[config.mk]
export PLATFORM = sky130hd
export DESIGN_NAME = rcpa_top
export DESIGN_NICKNAME = d
export VERILOG_FILES = /design/src/rcpa_pkg.sv /design/src/rcpa_top.sv /design/src/rcpa_spi.sv /design/src/rcpa_ramp.sv
export SDC_FILE = /design/constraint.sdc
export NUM_CORES = 1
export LEC_CHECK = 0
export BUFFER_PORTS_ARGS = -buffer_cell sky130_fd_sc_hd__buf_2
export CAP_MARGIN = 20
export CORE_ASPECT_RATIO = 0.7
export CORE_MARGIN = 4
export CORE_UTILIZATION = 50
export CTS_CLUSTER_SIZE = 10
export DETAILED_ROUTE_END_ITERATION = 12
export PLACE_DENSITY = 0.69
export SYNTH_ARGS = -nofsm -noshare
export SYNTH_HDL_FRONTEND = slang
export SYNTH_SLANG_ARGS = --single-unit
[constraint.sdc]
create_clock -name I_SYS_CLK -period 2.64 [get_ports I_SYS_CLK]
set_input_delay 0.264 -clock I_SYS_CLK [delete_from_list [all_inputs] [get_ports I_SYS_CLK]]
set_output_delay 0.264 -clock I_SYS_CLK [all_outputs]
set_load 0.005 [all_outputs]
[src/rcpa_pkg.sv]
// Package: offsets, fields, resets, timing and types of the cal/PA config block
package rcpa_pkg;
  // ----------------------------------------
  // Register offsets and strobes
  // ----------------------------------------
  localparam logic [5:0] A_RCCAL = 6'h18;
  localparam logic [5:0] A_FETX = 6'h22;
  localparam logic [5:0] A_CPCAL = 6'h23;
  localparam logic [5:0] A_STB_LO = 6'h30;
  localparam logic [5:0] A_MANCAL = 6'h33;
  localparam logic [5:0] A_PTAB = 6'h3E;
  localparam int HDR_RD = 7;
  localparam int HDR_BURST = 6;
  // ----------------------------------------
  // Field positions
  // ----------------------------------------
  localparam int AUTOCAL_LSB = 4;
  localparam int PO_LSB = 2;
  localparam int LOBUF_LSB = 4;
  localparam int PAIDX_LSB = 0;
  localparam int CPCFG_LSB = 6;
  localparam int CPEN_LSB = 4;
  localparam int CPRES_LSB = 0;
  // ----------------------------------------
  // Field encodings and reset values
  // ----------------------------------------
  localparam logic [1:0] AC_NEVER = 2'h0;
  localparam logic [1:0] AC_TO_TX = 2'h1;
  localparam logic [1:0] AC_TO_IDLE = 2'h2;
  localparam logic [1:0] AC_FOURTH = 2'h3;
  localparam logic [1:0] FOURTH_LAST = 2'h3;
  localparam logic [1:0] AUTOCAL_RST = 2'h0;
  localparam logic [1:0] PO_RST = 2'h1;
  localparam logic [1:0] LOBUF_RST = 2'h1;
  localparam logic [2:0] PAIDX_RST = 3'h0;
  localparam logic [1:0] CPCFG_RST = 2'h2;
  localparam logic [1:0] CPEN_RST = 2'h2;
  localparam logic [3:0] CPRES_RST = 4'h9;
  localparam logic [7:0] PTAB_RST = 8'h00;
  localparam logic [5:0] RIP_MAX = 6'h3F;
  localparam logic [8:0] PO_EXP0 = 9'h001;
  localparam logic [8:0] PO_EXP1 = 9'h010;
  localparam logic [8:0] PO_EXP2 = 9'h040;
  localparam logic [8:0] PO_EXP3 = 9'h100;
  // ----------------------------------------
  // Timing
  // ----------------------------------------
  localparam int CLK_NS = 40;
  localparam int CP_STAGE_NS = 20000;
  localparam int VCO_STAGE_NS = 40000;
  localparam int RAMP_STEP_NS = 1000;
  localparam int CP_STAGE_CYC = (CP_STAGE_NS + CLK_NS - 1) / CLK_NS;
  localparam int VCO_STAGE_CYC = (VCO_STAGE_NS + CLK_NS - 1) / CLK_NS;
  localparam int RAMP_STEP_CYC = (RAMP_STEP_NS + CLK_NS - 1) / CLK_NS;
  localparam logic [9:0] CP_TMR_LOAD = 10'(CP_STAGE_CYC - 1);
  localparam logic [9:0] VCO_TMR_LOAD = 10'(VCO_STAGE_CYC - 1);
  // ----------------------------------------
  // Types
  // ----------------------------------------
  typedef enum logic [3:0] {
    RS_SLEEP = 4'h1, RS_IDLE = 4'h2, RS_TX = 4'h4, RS_SYNTH_ON = 4'h8
  } rcpa_radio_t;
  typedef enum logic [2:0] {CAL_IDLE = 3'h1, CAL_CP = 3'h2, CAL_VCO = 3'h4} rcpa_cal_t;
  typedef struct packed {
    logic [1:0] autocal;
    logic [1:0] po;
    logic [1:0] lobuf;
    logic [2:0] pa_idx;
    logic [1:0] cp_cfg;
    logic [1:0] cp_en;
    logic [3:0] cp_res;
  } rcpa_cfg_t;
  typedef struct packed {
    logic [5:0] addr;
    logic wr;
    logic rd;
    logic cmd;
    logic [7:0] wdata;
  } rcpa_req_t;
  localparam rcpa_cfg_t CFG_RST = '{autocal: AUTOCAL_RST, po: PO_RST, lobuf: LOBUF_RST,
    pa_idx: PAIDX_RST, cp_cfg: CPCFG_RST, cp_en: CPEN_RST, cp_res: CPRES_RST};
endpackage

[src/rcpa_top.sv]
// Radio calibration control, power-on timeout and Amplifier_power_index table config block
// Behaviour
// - Auto-calibration select 00 means the synthesizer calibrates only on the manual calibrate strobe.
// - Select 01 starts a calibration on every move from idle into transmit or synth-on transmit-ready.
// - Select 10 starts a calibration every time the radio drops from transmit back to idle.
// - Select 11 counts transmit-to-idle moves and calibrates only on every fourth one.
// - Once the crystal is stable a six-bit ripple counter must expire the set number of times before ready goes low.
// - Power-on timeout select 00, 01, 10, 11 asks for 1, 16, 64 and 256 expiries.
// - The timeout select and the power table entries survive sleep while the other settings fall back to reset.
// - The 3-bit amplifier power index picks one of eight power table entries for transmission.
// - In amplitude keying a one uses the programmed index and a zero uses entry zero.
// - Entries from zero up to the index are stepped through for shaping and for ramps at start and end.
// - A charge-pump calibration enable of zero skips the charge-pump stage of calibration.
// - The 4-bit charge-pump result is written by calibration and may be read and overridden by the host.
// - Calibration results written back by the host become the synthesizer settings in use.
// - A 2-bit field sets the transmit LO buffer current and resets to 1.
`timescale 1ns/1ps
module rcpa_top import rcpa_pkg::*; (
  input wire logic I_SYS_CLK,
  input wire logic I_RST_N,
  input wire logic I_SPI_CS_N,
  input wire logic I_SPI_SCLK,
  input wire logic I_SPI_SI,
  input rcpa_radio_t I_RADIO_STATE,
  input wire logic I_XOSC_STABLE,
  input wire logic I_ASK_MODE,
  input wire logic I_TX_BIT,
  input wire logic [3:0] I_CP_CAL_CODE,
  output logic O_SPI_SO,
  output logic O_CHIP_READY_N,
  output logic O_CAL_BUSY,
  output logic O_CAL_CP_STAGE,
  output logic [3:0] O_CP_CURRENT_CODE,
  output logic [1:0] O_CP_CAL_CONFIG,
  output logic [1:0] O_TX_LO_BUF_CURRENT,
  output logic [7:0] O_PA_SETTING
);
  // ----------------------------------------
  // Declarations
  // ----------------------------------------
  rcpa_req_t req;
  rcpa_cfg_t cfg_q, cfg_d;
  rcpa_radio_t prev_q, prev_d;
  rcpa_cal_t cal_q, cal_d;
  logic [7:0] rd_data;
  logic [7:0] ptab_q [8];
  logic [7:0] ptab_d [8];
  logic [2:0] ptr_q, ptr_d;
  logic [2:0] ramp_idx;
  logic [7:0] pa_q, pa_d;
  logic [9:0] tmr_q, tmr_d;
  logic [1:0] four_q, four_d;
  logic busy_q, busy_d, cpst_q, cpst_d;
  logic [5:0] rip_q, rip_d;
  logic [8:0] exp_q, exp_d, po_target;
  logic rdy_n_q, rdy_n_d;
  logic man_cal, idle_to_tx, tx_to_idle, auto_req, cal_req, cp_done;
  logic radio_sleep, tab_acc;

  // ----------------------------------------
  // Register port
  // ----------------------------------------
  rcpa_spi u_spi (
    .i_clk(I_SYS_CLK),
    .i_rst_n(I_RST_N),
    .i_cs_n(I_SPI_CS_N),
    .i_sclk(I_SPI_SCLK),
    .i_si(I_SPI_SI),
    .i_rdy_n(rdy_n_q),
    .i_rd_data(rd_data),
    .o_req(req),
    .o_so(O_SPI_SO)
  );

  always_comb begin
    rd_data = 8'h00;
    case (req.addr)
      A_RCCAL: begin
        rd_data[AUTOCAL_LSB +: 2] = cfg_q.autocal;
        rd_data[PO_LSB +: 2] = cfg_q.po;
      end
      A_FETX: begin
        rd_data[LOBUF_LSB +: 2] = cfg_q.lobuf;
        rd_data[PAIDX_LSB +: 3] = cfg_q.pa_idx;
      end
      A_CPCAL: begin
        rd_data[CPCFG_LSB +: 2] = cfg_q.cp_cfg;
        rd_data[CPEN_LSB +: 2] = cfg_q.cp_en;
        rd_data[CPRES_LSB +: 4] = cfg_q.cp_res;
      end
      A_PTAB: rd_data = ptab_q[ptr_q];
      default: rd_data = 8'h00;
    endcase
  end

  // ----------------------------------------
  // Configuration fields
  // ----------------------------------------
  always_comb begin
    radio_sleep = (I_RADIO_STATE == RS_SLEEP);
    cfg_d = cfg_q;
    if (radio_sleep) begin
      // Of the config fields only the timeout select is kept powered, so wake-up stays short
      cfg_d = CFG_RST;
      cfg_d.po = cfg_q.po;
    end
    if (req.wr) begin
      case (req.addr)
        A_RCCAL: begin
          cfg_d.autocal = req.wdata[AUTOCAL_LSB +: 2];
          cfg_d.po = req.wdata[PO_LSB +: 2];
        end
        A_FETX: begin
          cfg_d.lobuf = req.wdata[LOBUF_LSB +: 2];
          cfg_d.pa_idx = req.wdata[PAIDX_LSB +: 3];
        end
        A_CPCAL: begin
          cfg_d.cp_cfg = req.wdata[CPCFG_LSB +: 2];
          cfg_d.cp_en = req.wdata[CPEN_LSB +: 2];
          cfg_d.cp_res = req.wdata[CPRES_LSB +: 4];
        end
        default: cfg_d = cfg_d;
      endcase
    end
    // Calibration result beats a host override in the same cycle
    if (cp_done) begin
      cfg_d.cp_res = I_CP_CAL_CODE;
    end
  end

  always_ff @(posedge I_SYS_CLK or negedge I_RST_N) begin
    if (!I_RST_N) begin
      cfg_q <= CFG_RST;
    end else begin
      cfg_q <= cfg_d;
    end
  end

  // ----------------------------------------
  // Power table
  // ----------------------------------------
  always_comb begin
    tab_acc = (req.wr || req.rd) && req.addr == A_PTAB;
    ptab_d = ptab_q;
    ptr_d = ptr_q;
    if (I_SPI_CS_N) begin
      ptr_d = 3'h0;
    end else if (tab_acc) begin
      ptr_d = ptr_q + 3'h1;
      if (req.wr) begin
        ptab_d[ptr_q] = req.wdata;
      end
    end
    pa_d = ptab_q[ramp_idx];
  end

  always_ff @(posedge I_SYS_CLK or negedge I_RST_N) begin
    if (!I_RST_N) begin
      for (int i = 0; i < 8; i++) begin
        ptab_q[i] <= PTAB_RST;
      end
      ptr_q <= 3'h0;
      pa_q <= PTAB_RST;
    end else begin
      ptab_q <= ptab_d;
      ptr_q <= ptr_d;
      pa_q <= pa_d;
    end
  end

  rcpa_ramp #(
    .IDX_W(3),
    .STEP(RAMP_STEP_CYC)
  ) u_ramp (
    .i_clk(I_SYS_CLK),
    .i_rst_n(I_RST_N),
    .i_tx_on(I_RADIO_STATE == RS_TX),
    .i_ask(I_ASK_MODE),
    .i_bit(I_TX_BIT),
    .i_top(cfg_q.pa_idx),
    .o_idx(ramp_idx)
  );

  // ----------------------------------------
  // Synthesizer calibration sequencer
  // ----------------------------------------
  always_comb begin
    prev_d = I_RADIO_STATE;
    man_cal = req.cmd && req.addr == A_MANCAL;
    idle_to_tx = prev_q == RS_IDLE && (I_RADIO_STATE == RS_TX || I_RADIO_STATE == RS_SYNTH_ON);
    tx_to_idle = prev_q == RS_TX && I_RADIO_STATE == RS_IDLE;
    four_d = four_q;
    if (tx_to_idle && cfg_q.autocal == AC_FOURTH) begin
      four_d = four_q + 2'h1;
    end
    case (cfg_q.autocal)
      AC_NEVER: auto_req = 1'b0;
      AC_TO_TX: auto_req = idle_to_tx;
      AC_TO_IDLE: auto_req = tx_to_idle;
      AC_FOURTH: auto_req = tx_to_idle && four_q == FOURTH_LAST;
      default: auto_req = 1'b0;
    endcase
    // Requests while busy are dropped; one run already covers them
    cal_req = man_cal | auto_req;
    cal_d = cal_q;
    tmr_d = tmr_q;
    cp_done = 1'b0;
    case (cal_q)
      CAL_IDLE: begin
        if (cal_req && cfg_q.cp_en != 2'h0) begin
          cal_d = CAL_CP;
          tmr_d = CP_TMR_LOAD;
        end else if (cal_req) begin
          cal_d = CAL_VCO;
          tmr_d = VCO_TMR_LOAD;
        end
      end
      CAL_CP: begin
        if (tmr_q == 10'h000) begin
          cp_done = 1'b1;
          cal_d = CAL_VCO;
          tmr_d = VCO_TMR_LOAD;
        end else begin
          tmr_d = tmr_q - 10'h001;
        end
      end
      CAL_VCO: begin
        if (tmr_q == 10'h000) begin
          cal_d = CAL_IDLE;
        end else begin
          tmr_d = tmr_q - 10'h001;
        end
      end
      default: begin
        cal_d = CAL_IDLE;
        tmr_d = 10'h000;
      end
    endcase
    busy_d = cal_d != CAL_IDLE;
    cpst_d = cal_d == CAL_CP;
  end

  always_ff @(posedge I_SYS_CLK or negedge I_RST_N) begin
    if (!I_RST_N) begin
      prev_q <= RS_IDLE;
      four_q <= 2'h0;
      cal_q <= CAL_IDLE;
      tmr_q <= 10'h000;
      busy_q <= 1'b0;
      cpst_q <= 1'b0;
    end else begin
      prev_q <= prev_d;
      four_q <= four_d;
      cal_q <= cal_d;
      tmr_q <= tmr_d;
      busy_q <= busy_d;
      cpst_q <= cpst_d;
    end
  end

  // ----------------------------------------
  // Power-on timeout
  // ----------------------------------------
  always_comb begin
    case (cfg_q.po)
      2'h0: po_target = PO_EXP0;
      2'h1: po_target = PO_EXP1;
      2'h2: po_target = PO_EXP2;
      default: po_target = PO_EXP3;
    endcase
    rip_d = rip_q;
    exp_d = exp_q;
    rdy_n_d = rdy_n_q;
    if (!I_XOSC_STABLE) begin
      rip_d = 6'h00;
      exp_d = 9'h000;
      rdy_n_d = 1'b1;
    end else if (rdy_n_q) begin
      rip_d = rip_q + 6'h01;
      if (rip_q == RIP_MAX) begin
        exp_d = exp_q + 9'h001;
        if (exp_q + 9'h001 >= po_target) begin
          rdy_n_d = 1'b0;
        end
      end
    end
  end

  always_ff @(posedge I_SYS_CLK or negedge I_RST_N) begin
    if (!I_RST_N) begin
      rip_q <= 6'h00;
      exp_q <= 9'h000;
      rdy_n_q <= 1'b1;
    end else begin
      rip_q <= rip_d;
      exp_q <= exp_d;
      rdy_n_q <= rdy_n_d;
    end
  end

  // ----------------------------------------
  // Outputs
  // ----------------------------------------
  assign O_CHIP_READY_N = rdy_n_q;
  assign O_CAL_BUSY = busy_q;
  assign O_CAL_CP_STAGE = cpst_q;
  assign O_CP_CURRENT_CODE = cfg_q.cp_res;
  assign O_CP_CAL_CONFIG = cfg_q.cp_cfg;
  assign O_TX_LO_BUF_CURRENT = cfg_q.lobuf;
  assign O_PA_SETTING = pa_q;
endmodule

[src/rcpa_spi.sv]
// Serial register port slave: header decode, burst addressing, read shifter
`timescale 1ns/1ps
module rcpa_spi import rcpa_pkg::*; (
  input wire logic i_clk,
  input wire logic i_rst_n,
  input wire logic i_cs_n,
  input wire logic i_sclk,
  input wire logic i_si,
  input wire logic i_rdy_n,
  input wire logic [7:0] i_rd_data,
  output rcpa_req_t o_req,
  output logic o_so
);
  logic sclk_q, sclk_d, hdr_q, hdr_d, rd_q, rd_d;
  logic burst_q, burst_d, skip_q, skip_d, so_q, so_d;
  logic [2:0] bit_q, bit_d;
  logic [5:0] addr_q, addr_d;
  logic [7:0] sh_q, sh_d, out_q, out_d, byte_in;
  logic rise, fall;
  rcpa_req_t req_q, req_d;

  always_comb begin
    rise = i_sclk & ~sclk_q & ~i_cs_n;
    fall = ~i_sclk & sclk_q & ~i_cs_n;
    byte_in = {sh_q[6:0], i_si};
    sclk_d = i_sclk;
    {bit_d, sh_d, out_d, hdr_d, rd_d} = {bit_q, sh_q, out_q, hdr_q, rd_q};
    {burst_d, skip_d, so_d, addr_d} = {burst_q, skip_q, so_q, addr_q};
    req_d = req_q;
    req_d.wr = 1'b0;
    req_d.rd = 1'b0;
    req_d.cmd = 1'b0;
    if (i_cs_n) begin
      // Status bit first, ready flag only
      bit_d = 3'h0;
      hdr_d = 1'b0;
      skip_d = 1'b0;
      so_d = i_rdy_n;
      out_d = 8'h00;
    end else begin
      if (fall) begin
        so_d = out_q[7];
        out_d = {out_q[6:0], 1'b0};
      end
      if (req_q.rd) begin
        out_d = i_rd_data;
      end
      if (rise) begin
        sh_d = byte_in;
        bit_d = bit_q + 3'h1;
        if (bit_q == 3'h7 && !hdr_q) begin
          hdr_d = 1'b1;
          addr_d = byte_in[5:0];
          rd_d = byte_in[HDR_RD];
          burst_d = byte_in[HDR_BURST];
          req_d.addr = byte_in[5:0];
          if (byte_in[5:0] >= A_STB_LO && byte_in[5:0] < A_PTAB) begin
            req_d.cmd = 1'b1;
            skip_d = 1'b1;
          end else begin
            req_d.rd = byte_in[HDR_RD];
          end
        end else if (bit_q == 3'h7 && !skip_q) begin
          // Table pointer lives in the top, so its address never steps
          addr_d = (burst_q && addr_q != A_PTAB) ? addr_q + 6'h01 : addr_q;
          skip_d = ~burst_q;
          req_d.addr = rd_q ? addr_d : addr_q;
          req_d.wr = ~rd_q;
          req_d.rd = rd_q & burst_q;
          req_d.wdata = byte_in;
        end
      end
    end
  end

  always_ff @(posedge i_clk or negedge i_rst_n) begin
    if (!i_rst_n) begin
      {sclk_q, hdr_q, rd_q, burst_q, skip_q} <= 5'h00;
      so_q <= 1'b1;
      bit_q <= 3'h0;
      addr_q <= 6'h00;
      sh_q <= 8'h00;
      out_q <= 8'h00;
      req_q <= '0;
    end else begin
      {sclk_q, hdr_q, rd_q, burst_q, skip_q} <= {sclk_d, hdr_d, rd_d, burst_d, skip_d};
      so_q <= so_d;
      bit_q <= bit_d;
      addr_q <= addr_d;
      sh_q <= sh_d;
      out_q <= out_d;
      req_q <= req_d;
    end
  end

  assign o_req = req_q;
  assign o_so = so_q;
endmodule

[src/rcpa_ramp.sv]
// Power table index stepper for ramping and amplitude shaping
`timescale 1ns/1ps
module rcpa_ramp import rcpa_pkg::*; #(
  parameter int IDX_W = 3,
  parameter int STEP = RAMP_STEP_CYC
) (
  input wire logic i_clk,
  input wire logic i_rst_n,
  input wire logic i_tx_on,
  input wire logic i_ask,
  input wire logic i_bit,
  input wire logic [IDX_W-1:0] i_top,
  output logic [IDX_W-1:0] o_idx
);
  localparam int TW = $clog2(STEP + 1);
  logic [IDX_W-1:0] idx_q, idx_d, tgt;
  logic [TW-1:0] tmr_q, tmr_d;

  always_comb begin
    // Off or ASK zero heads for entry zero, else for the programmed index
    tgt = (!i_tx_on || (i_ask && !i_bit)) ? '0 : i_top;
    idx_d = idx_q;
    tmr_d = tmr_q;
    if (tgt == idx_q) begin
      tmr_d = '0;
    end else if (tmr_q == TW'(STEP - 1)) begin
      tmr_d = '0;
      idx_d = (tgt > idx_q) ? idx_q + 1'b1 : idx_q - 1'b1;
    end else begin
      tmr_d = tmr_q + 1'b1;
    end
  end

  always_ff @(posedge i_clk or negedge i_rst_n) begin
    if (!i_rst_n) begin
      idx_q <= '0;
      tmr_q <= '0;
    end else begin
      idx_q <= idx_d;
      tmr_q <= tmr_d;
    end
  end

  assign o_idx = idx_q;
endmodule

; ---- Word-level counts from Yosys, hierarchy flattened
; Cells that the tools add are included.
[word_totals]
regBits = 184
wordCells = 227
input_bits = 16
output_inout_bits = 20
[op_classes]
addsub = 10
n_eq_ne = 32
muxes = 79
bitwise_logic = 15
n_reduce_logical = 41
n_lt_le_gt_ge = 7
[ops]
columns = operator, count
row1 = $mux W8, 12
row2 = $bwmux W64, 1
row3 = $bmux W8 S3, 2
row4 = $mux W6, 7
row5 = $mux W10, 4
row6 = $mux W17, 2
row7 = $eq A6 B6 Y1 const B, 5
row8 = $mux W3, 10
row9 = $pmux W10 S3, 1
row10 = $mux W9, 3
row11 = $pmux W9 S3, 1
row12 = $demux W8 S3, 1
row13 = $mux W11, 2
row14 = $mux W1, 21
row15 = $mux W5, 3
row16 = $logic_and A1 B1 Y1, 13
row17 = $add A6 B1 Y6 const B, 2
row18 = $reduce_and A3 Y1, 4
row19 = $reduce_bool A2 Y1, 6
row20 = $logic_not A10 Y1, 1
row21 = $reduce_and A2 Y1, 5
row22 = $sub A10 B1 Y10 const B, 1
row23 = $add A3 B1 Y3 const B, 3
row24 = $add A9 B1 Y9 const B, 1
row25 = 42 further kinds, 73

; ---- Logic depth before layout (Yosys ltp)
; Gate-level depths: netlist of the first run.
[depth]
word_depth = 9
ltp_mapped = 12
mapped_depth_nobuf = 12

; ---- By module
; A second synthesis of the first run with hierarchy kept.
[hier_totals]
cells_unflattened = 885
hier_area_um2 = 9769.4
[modules_own_cells]
columns = module, n_inst, cells_each, area_each_um2
row1 = rcpa_top, 1, 613, 6977.9
row2 = rcpa_spi, 1, 222, 2287.2
row3 = rcpa_ramp, 1, 50, 504.2

; ---- Worst setup path after synthesis of the first run
; Ideal clock, no wire load.
[synth_timing]
path_kind = register to register
start = register u_ramp.idx_q[1], in the netlist u_ramp.o_idx[1]
end = register u_ramp.idx_q[2], in the netlist u_ramp.o_idx[2]
n_path_buf = 2
slack_ns = 0.044
arrival_ns = 2.463
synth_period_minus_slack_ns = 2.596
stages_incl_launch_ff = 13
setup_time_ns = 0.133
required_ns = 2.507
path_cell_list = dfrtp_1 -> clkbuf_1 -> buf_1 -> inv_1 -> ha_1 -> nor2b_1 -> o21ai_0 -> nand2_1 -> nand2_1 -> fa_1 -> nor3b_1 -> o21ai_0 -> xnor2_1
[synth_between]
elab_chain_cells = 3
elab_cells_between_ends = 7
cone_classes = 2 x add/sub / 1 x order compare / 1 x eq/ne / 1 x mux / 1 x bitwise / 1 x reduce/logical
[synth_rtl]
columns = item, line
row1 = "start, declared", rcpa_ramp.sv:16  ; logic [IDX_W-1:0] idx_q, idx_d, tgt;
row2 = "start signal, assigned", rcpa_ramp.sv:39  ; idx_q <= idx_d;
row3 = "parallel branches: the longest is 3 deep, another holds $sub A3 B1 Y3", n/a
; Several ways; the timed one is not identified.
; A chain may end at the register's enable or synchronous reset.

; ---- Worst setup path after layout of the first run
[layout_timing]
start = register exp_q[0]
end = register rdy_n_q, in the netlist O_CHIP_READY_N
[layout_between]
elab_chain_cells = 6
[layout_rtl]
columns = item, line
row1 = "start, declared", rcpa_top.sv:55  ; logic [8:0] exp_q, exp_d, po_target;
row2 = "start signal, assigned", rcpa_top.sv:296  ; exp_q <= exp_d;
row3 = $add A9 B1 Y9, rcpa_top.sv:282  ; if (exp_q + 9'h001 >= po_target) begin
row4 = $ge A9 B9 Y1, rcpa_top.sv:282
row5 = $mux W1, rcpa_top.sv:282
row6 = $mux W1, rcpa_top.sv:280  ; if (rip_q == RIP_MAX) begin
row7 = $mux W1, rcpa_top.sv:278  ; end else if (rdy_n_q) begin
row8 = $mux W1, rcpa_top.sv:274  ; if (!I_XOSC_STABLE) begin
row9 = via rdy_n_d, rcpa_top.sv:56  ; logic rdy_n_q, rdy_n_d;
row10 = "end signal, assigned", rcpa_top.sv:297  ; rdy_n_q <= rdy_n_d;
row11 = "end, declared", rcpa_top.sv:56
; The timed path passes the listed nets, and every way through them passes these cells.

==> results of run 1 <==
-- power breakdown --
group | leakage, nW | switching (mW) | internal (mW)
registers | 2.47 | 0.184 | 2.97
clock network | 0.302 | 1.15 | 1.53
logic | 2.17 | 0.539 | 0.434
total | 4.94 | 1.88 | 4.94
-- cells in the mapped netlist, types with 3 or more instances --
| cell | instances | area share, % |
|---|---|---|
| inv_1 | 28 | 1.1 |
| mux2_2 | 89 | 10 |
| or3_1 | 3 | 0.19 |
| nor3_1 | 10 | 0.51 |
| mux4_2 | 32 | 7.4 |
| ha_1 | 19 | 2.4 |
| nor2b_1 | 9 | 0.58 |
| buf_1 | 7 | 0.27 |
| nor3b_1 | 7 | 0.54 |
| nor4_1 | 4 | 0.26 |
| o22ai_1 | 3 | 0.19 |
| o211ai_1 | 7 | 0.54 |
| nor4b_1 | 4 | 0.36 |
| o21ai_0 | 36 | 1.8 |
| buf_2 | 6 | 0.31 |
| nand4b_1 | 5 | 0.45 |
| a311o_1 | 3 | 0.31 |
| and2_1 | 16 | 1.0 |
| or4_1 | 6 | 0.46 |
| nand3_1 | 35 | 1.8 |
| a31oi_1 | 6 | 0.38 |
| o41ai_1 | 5 | 0.45 |
| nand2b_1 | 8 | 0.51 |
| clkbuf_1 | 32 | 1.2 |
| a21boi_0 | 4 | 0.31 |
| xor2_1 | 11 | 0.99 |
| mux2i_1 | 14 | 1.4 |
| o31ai_1 | 4 | 0.31 |
| dfstp_2 | 10 | 2.7 |
| nor2_1 | 48 | 1.8 |
| o221ai_1 | 9 | 0.81 |
| buf_4 | 9 | 0.69 |
| xnor2_1 | 20 | 1.8 |
| nand4_1 | 11 | 0.71 |
| a21oi_1 | 24 | 1.2 |
| dfrtp_1 | 174 | 45 |
| and3_1 | 7 | 0.45 |
| nand2_1 | 93 | 3.6 |
| nand3b_1 | 4 | 0.31 |
| a2bb2oi_1 | 3 | 0.27 |
| and4_1 | 3 | 0.27 |
-- routing by layer --
layer  global-route usage (%)  part of all wire [%]
met5                        0                     0
met4                    4.617                  0.88
met2                    29.39                    44
met1                    33.61                    50
met3                    4.642                   5.2
-- layout make-up --
| type | instances | area [sq um] | share of cell area [%] |
|---|---|---|---|
| Sequential cell | 184 | 4617 | 42.17 |
| Multi-Input combinational cell | 602 | 4793 | 43.78 |
| Clock inverter | 12 | 166.4 | 1.520 |
| Timing Repair Buffer | 71 | 489.2 | 4.469 |
| Tap cell | 264 | 330.3 | 3.017 |
| Clock buffer | 19 | 442.9 | 4.046 |
| Inverter | 29 | 108.9 | 0.9943 |
-- cells in the final DEF (no fill, tap or decap), types with 4 or more instances in the layout --
cell type      count
dfrtp_1          174
nand2_1           93
mux2_2            89
nor2_1            48
nand3_1           35
buf_2             34
o21ai_0           33
mux4_2            32
buf_4             30
inv_1             28
a21oi_1           24
xnor2_1           20
ha_1              19
clkbuf_16         17
and2_1            16
mux2i_1           14
xor2_1            11
nand4_1           11
dfstp_2           10
nor3_1            10
o221ai_1           9
nand2b_1           8
nor2b_1            8
o211ai_1           7
nor3b_1            6
a31oi_1            6
nand4b_1           5
and3_1             5
or4_1              5
o41ai_1            5
nand3b_1           4
nor4_1             4
nor4b_1            4
o31ai_1            4
dlygate4sd3_1      4
-- stage by stage --
step	area, sq um	total power, mW
finish	10950	6.816
detailed placement	10270	4.166
global placement	10270	4.146
global route	10950	7.129
CTS	10920	6.858
floorplan	9761	3.824
-- cell families after synthesis --
family	synth area share, %
simple gates	15.77
flops	47.30
mux	19.09
compound gates	8.640
buf+inv	3.782
xor+xnor	2.782
fa+ha+maj	2.641
-- worst register-to-register path: cells and delay by family, from the launching register on --
kind,cells,cell delay (ns)
adder cells (fa/ha/maj),2,0.46
XOR/XNOR,1,0.15
AO/OA/AOI/OAI,3,0.43
AND/OR/NAND/NOR,3,1.05
flip-flops,1,0.39
-- path summary, 6_finish.rpt --
check | from | endpoint | slack (ns) | cells past startpoint
max in group asynchronous | I_RST_N | u_spi.o_so | 1.46 | 3
worst max register to register | exp_q[0] | O_CHIP_READY_N | 0.10 | 9
worst max-delay path | exp_q[0] | O_CHIP_READY_N | 0.10 | 9
min in group asynchronous | I_RST_N | rip_q[1] | 0.39 | 2
worst min-delay path | I_RADIO_STATE[0] | prev_q[0] | 0.02 | 1
worst min register to register | u_spi.out_q[6] | u_spi.out_q[6] | 0.49 | 2
-- flip-flops by register name, indices dropped and copies added, names as in the netlist, 7 cells and up --
name / cells
u_spi.out_q: 8
O_PA_SETTING: 8
ptab_q: 64
exp_q: 9
u_spi.o_req: 17
u_spi.sh_q: 7
cfg_q: 9
tmr_q: 10
-- timing repair --
item | 4_1_cts | 5_1_grt
gates resized for setup | 0 | 10
endpoints found under the setup margin | 0 | 3
buffers inserted | 0 | 1
hold buffers | 4 | 0
hold endpoints to repair | 64 | 0
==> results.sh, run 1 <==
export IMPL_post_route_util_pct=57.55
export IMPL_worst_pin_slew_ns=0.9865
export IMPL_grt_pass1_vias=6818
export IMPL_critPathSlowestCell="or4_4"
export IMPL_grt_pass1_wl_microns=37100
export IMPL_clock_latency_ns=0.44
export IMPL_status="finished, final reports clean"
export IMPL_via_count=6941
export IMPL_drt_iter0_markers=649
export IMPL_portBuffers=35
export IMPL_rows=42
export IMPL_async_reset_ff_share_pct=100.0
export IMPL_netlist_area_sq_um=9761
export IMPL_hpwl_microns=15550
export IMPL_dr_pass1_iters=5
export IMPL_avgSynthCellArea_sq_um=11.21
export IMPL_pwr_density_cell_nw_per_um2=622.6
export IMPL_instances_no_fill=1181
export IMPL_antenna_found_initial=0
export IMPL_final_nets=941
export IMPL_initial_core_util_pct=51.31
export IMPL_avgRoutedWirePerCell_microns=19.02
export IMPL_areaGrowthSynthToFinish_pct=12.17
export IMPL_hold_viol_final=0
export IMPL_clock_skew_ns=0.01775
export IMPL_cap_violations=0
export IMPL_ioPinCount=36
export IMPL_slew_headroom_pct=34.10
export IMPL_overflow=0
export IMPL_synth_cell_types=73
export IMPL_fill_cells=1643
export IMPL_slew_violations=0
export IMPL_endpoint_kind="flop"
export IMPL_worst_ep_arrival_time_ns=2.90
export IMPL_critPathBufInv=0
export IMPL_wirelength_microns=22470
export IMPL_drive_gt1_share_pct=27.37
export IMPL_fmax_mhz=394.0
export IMPL_vias_per_cell=5.877
export IMPL_num_antenna_cells=0
export IMPL_ir_drop_mv=0.4583
export IMPL_cts_sinks=184
export IMPL_fp_coreArea_sq_um=19020
export IMPL_final_period_utilization_pct=96.14
export IMPL_drc=0
export IMPL_dp_cells=1145
export IMPL_leakage_nw=4.939
export IMPL_synth_edf_count=0
export IMPL_whs_ns=0.01883
export IMPL_cts_root_buf="clkbuf_16"
export IMPL_finalSetupTns_ns=0
export IMPL_h_tree_depth=4
export IMPL_crit_path_max_fanout=4
export IMPL_path_cells="ha_1 -> and3_2 -> and3_2 -> xor2_1 -> ha_1 -> or4_4 -> a22oi_2 -> a211oi_1 -> o21ai_1"
export IMPL_critical_path_max_stage_delay_ns=0.55
export IMPL_cts_buffers=17
export IMPL_crit_type="flop to flop"
export IMPL_crit_family="simple AND/OR/NAND/NOR gates"
export IMPL_yosysWarningCount=0
export IMPL_ys_seq_elements=184
export IMPL_grt_use_total_pct=21.09
export IMPL_synth_top_flop_cell="dfrtp_1"
export IMPL_yosysSeqAreaShare_pct=47.30
export IMPL_setup_slack_ns=0.1020
export IMPL_grt_max_degree=66
export IMPL_drtAntennaViolNets=0
export IMPL_die_w_microns=175.0
export IMPL_dpl_worst_slack_ns=0.06795
export IMPL_crit_path_start_kind="flop"
export IMPL_clk_pin_slew_ns=0.07
export IMPL_max_clock_path_buffers=2
export IMPL_fin_crit_ns=2.538
export IMPL_finalSetupViolCount=0
export IMPL_die_h_microns=124.9
export IMPL_place_congestion=0.8535
export IMPL_postSynthCellCount=871
export IMPL_synthesis_nets=907
export IMPL_cts_tree="done"
export IMPL_min_path_type="input port to flop"
export IMPL_dieArea_sq_um=21860
export IMPL_required_ns=3.00
Note: power is estimated with default switching activity, not from simulation.
==> run 2: changes to the inputs <==
ABC_AREA = 1   (was not set)
==> run 2 against run 1 <==
  * Final area is 1.1% lower
  * Synthesized cell count rose by 39%
  * Combinational power grew 62%
  * Flip-flop and latch count is the same
  * Critical endpoint is now u_ramp.o_idx[2]
  * Worst hold slack improved by 0.021 ns
  * Worst setup slack improved by 0.12 ns
  * Sequential power increased by 4%
==> results.sh, run 2 <==
export IMPL_fp_coreArea_sq_um=18970
export IMPL_critPathSlowestCell="dfrtp_1"
export IMPL_die_w_microns=174.4
export IMPL_min_to="O_CP_CURRENT_CODE[3]"
export IMPL_mostFrequentLayoutCell="nand2_1"
export IMPL_r2r_slack_ns=0.22
export IMPL_pwr_density_cell_nw_per_um2=702.7
export IMPL_ys_seq_elements=184
export IMPL_crit_type="flop to flop"
export IMPL_final_area_sq_um=10820
export IMPL_crit_family="adder cells"
export IMPL_synthesis_nets=1246
export IMPL_clock_skew_ns=0.009571
export IMPL_vias_per_cell=5.469
export IMPL_grt_pass1_wl_microns=40500
export IMPL_slew_headroom_pct=49.98
export IMPL_registers_top_by_ff_count="ptab_q"
export IMPL_portBuffers=35
export IMPL_avgSynthCellArea_sq_um=8.012
export IMPL_slew_violations=0
export IMPL_crit_path_max_fanout=6
export IMPL_final_nets=1284
export IMPL_rr_endpoint="u_ramp.o_idx[2]"
export IMPL_synth_common_cells="251 x nand2_1, 174 x dfrtp_1, 173 x inv_1"
export IMPL_crit_path_start_kind="flop"
export IMPL_leakage_nw=5.052
export IMPL_crit_start="u_ramp.o_idx[2]"
export IMPL_drtAntennaViolNets=0
export IMPL_worst_ep_arrival_time_ns=2.74
export IMPL_initial_core_util_pct=51.10
export IMPL_overflow=0
export IMPL_r2r_cells=11
export IMPL_wirelength_microns=24900
export IMPL_max_clock_path_buffers=2
export IMPL_synth_edf_count=0
export IMPL_largest_reg_flops=64
export IMPL_antenna_found_initial=0
export IMPL_synth_area_leaders="dfrtp_1 45%, nand2_1 9.7%, o21ai_0 8.3%"
export IMPL_drc=0
export IMPL_ioPinCount=36
export IMPL_endpoint_kind="flop"
export IMPL_dpl_cell_area_sq_um=10170
export IMPL_dieArea_sq_um=21720
export IMPL_r2r_start="u_ramp.o_idx[2]"
export IMPL_via_count=8340
export IMPL_total_power_mw=7.605
export IMPL_place_congestion=0.8652
export IMPL_synth_top_area_share_pct=44.91
export IMPL_yosysSeqAreaShare_pct=47.63
export IMPL_ir_drop_mv=0.4233
export IMPL_clk_pin_slew_ns=0.07
export IMPL_hpwl_microns=17390
export IMPL_die_h_microns=124.5
export IMPL_rsz0062_at_grt="false"
export IMPL_netlist_area_sq_um=9694
export IMPL_cts_setup_buffers=0
export IMPL_worst_pin_slew_ns=0.7496
export IMPL_drt_iter0_markers=946
export IMPL_required_ns=2.96
export IMPL_path_cells="inv_1 -> ha_1 -> nand2_1 -> inv_1 -> nand2_1 -> inv_1 -> or2_2 -> fa_1 -> xor2_1 -> nand2_1 -> xor2_1"
export IMPL_holdCritStartpoint="I_CP_CAL_CODE[3]"
export IMPL_final_period_utilization_pct=91.70
export IMPL_num_antenna_cells=0
export IMPL_yosysWarningCount=0
export IMPL_synth_cell_types=46
export IMPL_rows=42
export IMPL_critical_path_max_stage_delay_ns=0.51
export IMPL_areaGrowthSynthToFinish_pct=11.64
export IMPL_avgRoutedWirePerCell_microns=16.33
export IMPL_clock_latency_ns=0.44
export IMPL_drive_gt1_share_pct=10.71
export IMPL_cts_sinks=184
export IMPL_dr_pass1_iters=7
export IMPL_status="finished, final reports clean"
export IMPL_hold_viol_final=0
export IMPL_cap_violations=0
export IMPL_grt_max_degree=66
export IMPL_cts_buffers=17
export IMPL_cts_tree="done"
export IMPL_fmax_mhz=413.1
export IMPL_synth_most_common_cell="nand2_1"
export IMPL_synth_top_flop_cell="dfrtp_1"
export IMPL_postSynthCellCount=1210
export IMPL_critPathBufInv=3
export IMPL_min_path_type="input port to flop"
export IMPL_hold_depth=3
export IMPL_fin_crit_ns=2.421
export IMPL_mostFrequentLayoutCells="251 x nand2_1, 173 x dfrtp_1, 173 x inv_1"
export IMPL_fill_cells=1712
export IMPL_h_tree_depth=4
export IMPL_cts_root_buf="clkbuf_16"
export IMPL_grt_pass1_vias=7663
export IMPL_finalSetupViolCount=0
export IMPL_yosysTopAreaCell="dfrtp_1"
export IMPL_async_reset_ff_share_pct=100.0
export IMPL_grt_use_total_pct=23.28
-- run 2: changes by cell type after synthesis, moves of 13 or more --
| cell | before | now |
|---|---|---|
| nor2_1 | 48 | 95 |
| mux2i_1 | 14 | 1 |
| o21ai_0 | 36 | 161 |
| nand3_1 | 35 | 48 |
| inv_1 | 28 | 173 |
| o211ai_1 | 7 | 25 |
| mux2_2 | 89 | 0 |
| and2_1 | 16 | 0 |
| a21oi_1 | 24 | 63 |
| mux4_2 | 32 | 0 |
| o21ai_1 | 0 | 29 |
| xnor2_1 | 20 | 3 |
| nand2_1 | 93 | 251 |
-- run 2: worst max-delay path by stage --
| stage | to | slack (ns) | cells past startpoint |
|---|---|---|---|
| floorplan | u_ramp.o_idx[2] | 0.07 | 13 |
| global placement | u_ramp.o_idx[2] | -0.05 | 15 |
| detailed placement | u_ramp.o_idx[2] | -0.13 | 15 |
| CTS | u_ramp.o_idx[2] | 0.22 | 9 |
| global route | u_ramp.o_idx[2] | 0.04 | 11 |
| finish | u_ramp.o_idx[2] | 0.22 | 11 |
-- run 2: metrics by stage --
stage	TNS, ns	std cells	worst slack [ns]	hold WS (ns)	util (%)
6_report	0	1525	0.2190	0.03957	57.05
2_1_floorplan	0	1210	0.07209	-0.03159	-
5_1_grt	0	1525	0.03896	0.05021	57.05
3_3_place_gp	-0.04961	1490	-0.04961	0.2674	53.59
4_1_cts	0	1525	0.2193	0.02043	57.05
3_5_place_dp	-0.1264	1490	-0.1264	0.2614	53.59
-- run 2: worst reg2reg max path, stage by stage, from the launching register on --
cell and delay (ns):
dfrtp_1 0.51, inv_1 0.12, ha_1 0.34, nand2_1 0.09, inv_1 0.04, nand2_1 0.07, inv_1 0.05, or2_2 0.31
fa_1 0.39, xor2_1 0.17, nand2_1 0.08, xor2_1 0.15
-- run 2: what timing repair did --
action,4_1_cts,5_1_grt
endpoints found under the hold margin,56,0
hold buffers,3,0
resized for setup,0,0
-- run 2: final cells by class --
class	instances	area, sq um	share of cell area, %
sequential	184	4618	42.67
multi-input combinational	805	4154	38.38
inverter	176	660.6	6.104
timing repair buffer	64	434.2	4.012
clock buffer	18	429.2	3.965
tap	264	330.3	3.052
clock inverter	14	196.4	1.815
-- run 2: metal layers --
layer  vias up  global-route usage, %  share of wire (%)
met3        38                  5.765                9.5
li1       4034                      -                  -
met2       318                  32.59                 41
met4         0                  5.631                1.5
met5         -                      0                  0
met1      3950                  36.09                 48
-- run 2: cell families after synthesis --
| group | count (synthesis) | synth area share [%] |
|---|---|---|
| simple gates | 447 | 20.34 |
| compound gates | 321 | 18.30 |
| buf+inv | 221 | 9.525 |
| flops | 184 | 47.63 |
| fa+ha+maj | 20 | 2.659 |
| xor+xnor | 16 | 1.446 |
| mux | 1 | 0.1033 |
-- run 2: report_power, final --
part           total [mW]  leakage [nW]  switching (mW)  internal [mW]
registers            3.28          2.25           0.198           3.08
clock network        2.75         0.297            1.15           1.59
logic                1.58          2.51            1.01          0.571
total                7.60          5.05            2.36           5.24
==> run 3: changes to the inputs <==
CAP_MARGIN = not set   (was 20)
SYNTH_HIERARCHICAL = 1   (was not set)
==> run 3 against run 2 <==
  * Area after synthesis shrank 0.21%
  * Flip-flop and latch count is the same
  * Total power shrank 2.4%
  * Clock power shrank 4%
  * Combinational power shrank 4%
  * Clock skew grew 0.0034 ns
  * Largest power group unchanged
  * Die area shrank 0.19%
  * Largest cell class unchanged
  * First-iteration DRC count grew 1.1%
==> results.sh, run 3 <==
export IMPL_status="finished, final reports clean"
export IMPL_clock_skew_ns=0.01293
export IMPL_dr_pass1_iters=5
export IMPL_endpoint_kind="flop"
export IMPL_hold_viol_final=0
export IMPL_overflow=0
export IMPL_cts_tree="done"
export IMPL_cts_buffers=17
export IMPL_h_tree_depth=4
export IMPL_min_path_type="input port to flop"
export IMPL_synth_cell_types=50
export IMPL_finalSetupTns_ns=0
export IMPL_multi_input_area_sq_um=4247
export IMPL_final_area_sq_um=10720
export IMPL_mostFrequentLayoutCells="272 x nand2_1, 174 x dfrtp_1, 135 x inv_1"
export IMPL_yosysWarningCount=6
export IMPL_die_h_microns=124.4
export IMPL_yosysSeqAreaShare_pct=47.72
export IMPL_max_clock_path_buffers=2
export IMPL_clock_latency_ns=0.43
export IMPL_crit_path_max_fanout=4
export IMPL_dpl_cell_area_sq_um=10050
export IMPL_postSynthCellCount=1188
export IMPL_total_power_mw=7.419
export IMPL_netlist_area_sq_um=9674
export IMPL_die_w_microns=174.3
export IMPL_drtAntennaViolNets=0
export IMPL_dp_cells=1461
export IMPL_fill_cells=1725
export IMPL_fin_crit_ns=2.416
export IMPL_finalSetupViolCount=0
export IMPL_synth_top_flop_cell="dfrtp_1"
export IMPL_synth_common_cells="272 x nand2_1, 174 x dfrtp_1, 135 x inv_1"
export IMPL_fmax_mhz=414.0
export IMPL_ir_drop_mv=0.4148
export IMPL_grt_pass1_wl_microns=39350
export IMPL_synth_most_common_cell="nand2_1"
export IMPL_areaGrowthSynthToFinish_pct=10.80
export IMPL_slew_headroom_pct=53.06
export IMPL_clk_pin_slew_ns=0.07
export IMPL_register_area_sq_um=4617
export IMPL_post_route_util_pct=56.50
export IMPL_drc=0
export IMPL_synth_area_leaders="dfrtp_1 45%, nand2_1 11%, inv_1 5.2%"
export IMPL_grt_use_total_pct=22.39
export IMPL_worst_ep_arrival_time_ns=2.74
export IMPL_place_congestion=0.8828
export IMPL_avgRoutedWirePerCell_microns=15.93
export IMPL_drive_gt1_share_pct=11.18
export IMPL_cap_violations=0
export IMPL_avgSynthCellArea_sq_um=8.143
export IMPL_wirelength_microns=23860
export IMPL_crit_path_start_kind="input port"
export IMPL_vias_per_cell=5.412
export IMPL_async_reset_ff_share_pct=100.0
export IMPL_mostFrequentLayoutCell="nand2_1"
export IMPL_instances_no_fill=1498
export IMPL_cts_sinks=184
export IMPL_required_ns=2.97
export IMPL_registers_top_by_ff_count="ptab_q"
export IMPL_largest_reg_flops=64
export IMPL_whs_ns=0.05532
export IMPL_final_nets=1257
export IMPL_worst_pin_slew_ns=0.7020
export IMPL_pwr_density_cell_nw_per_um2=692.1
export IMPL_leakage_nw=5.044
export IMPL_final_period_utilization_pct=91.50
export IMPL_grt_max_degree=83
export IMPL_synth_edf_count=0
export IMPL_initial_core_util_pct=51.00
export IMPL_synth_top_area_share_pct=45.01
export IMPL_grt_pass1_vias=7579
export IMPL_rsz0062_at_grt="false"
export IMPL_cts_root_buf="clkbuf_16"
export IMPL_dieArea_sq_um=21670
export IMPL_ys_seq_elements=184
export IMPL_dpl_worst_slack_ns=0.2901
export IMPL_portBuffers=35
export IMPL_rows=42
export IMPL_hpwl_microns=16620
export IMPL_ioPinCount=36
export IMPL_crit_type="input port to flop"
export IMPL_synthesis_nets=1223
export IMPL_slew_violations=0
export IMPL_antenna_found_initial=0
export IMPL_num_antenna_cells=0
export IMPL_via_count=8107
export IMPL_drt_iter0_markers=956
export IMPL_setup_slack_ns=0.2243
export IMPL_fp_coreArea_sq_um=18970
export IMPL_yosysTopAreaCell="dfrtp_1"
[run 3: final cells by class]
class | count | area share [%]
flip-flops and latches | 184 | 43.07
well taps | 264 | 3.082
multi-input cells | 818 | 39.62
clock buffers | 19 | 4.039
repair buffers | 56 | 3.560
clock inverters | 12 | 1.552
inverters | 145 | 5.078
[run 3: final timing paths]
path / startpoint / end / slack [ns] / cells after the start
min reg2reg: u_spi/sh_q[5] / u_spi/sh_q[6] / 0.48 / 2
min in group asynchronous: I_RST_N / O_PA_SETTING[1] / 0.28 / 2
min: I_CP_CAL_CODE[0] / O_CP_CURRENT_CODE[0] / 0.06 / 3
max in group asynchronous: I_RST_N / O_CHIP_READY_N / 1.61 / 3
max reg2reg: tmr_q[0] / tmr_q[3] / 0.31 / 10
max: I_RADIO_STATE[0] / u_ramp/o_idx[2] / 0.22 / 17
[run 3: critical path: stages]
cell	delay, ns
dlygate4sd3_1	0.53
buf_2	0.15
nor2_1	0.10
inv_1	0.06
nor3_2	0.13
nand2_1	0.09
nor2_1	0.11
ha_1	0.26
nand2_1	0.12
nor2_4	0.06
inv_1	0.08
nand2_1	0.07
fa_1	0.38
nand3_1	0.13
nand4_1	0.10
nand2_1	0.07
inv_1	0.03
[run 3: cell families (layout without fill, tap and decap cells)]
group	count (synthesis)	after routing	synth area share, %
DFF	184	184	47.72
muxes	3	3	0.3363
buffers and inverters	186	232	8.432
and+or+nand+nor	508	508	23.62
adders and majority gates	19	19	2.535
xor gates and xnor gates	14	14	1.267
AOI/OAI and AO/OA	274	274	16.09
[run 3: repair_timing]
| action | in CTS | in global routing |
|---|---|---|
| resized for setup | 0 | 1 |
| setup endpoints to repair | 0 | 1 |
| endpoints found under the hold margin | 30 | 0 |
| setup buffers | 0 | 0 |
| hold buffers | 6 | 0 |
[run 3: power breakdown]
group | internal (mW) | switching, mW
logic | 0.541 | 0.983
registers | 3.06 | 0.188
clock network | 1.50 | 1.14
total | 5.11 | 2.31
[run 3: metal layers]
layer | vias to the layer above | part of all wire [%] | track usage, %
met5 | - | 0 | 0
met4 | 0 | 1.5 | 6.096
met3 | 26 | 7.2 | 4.217
met2 | 269 | 41 | 30.67
met1 | 3814 | 51 | 35.94
li1 | 3998 | - | -
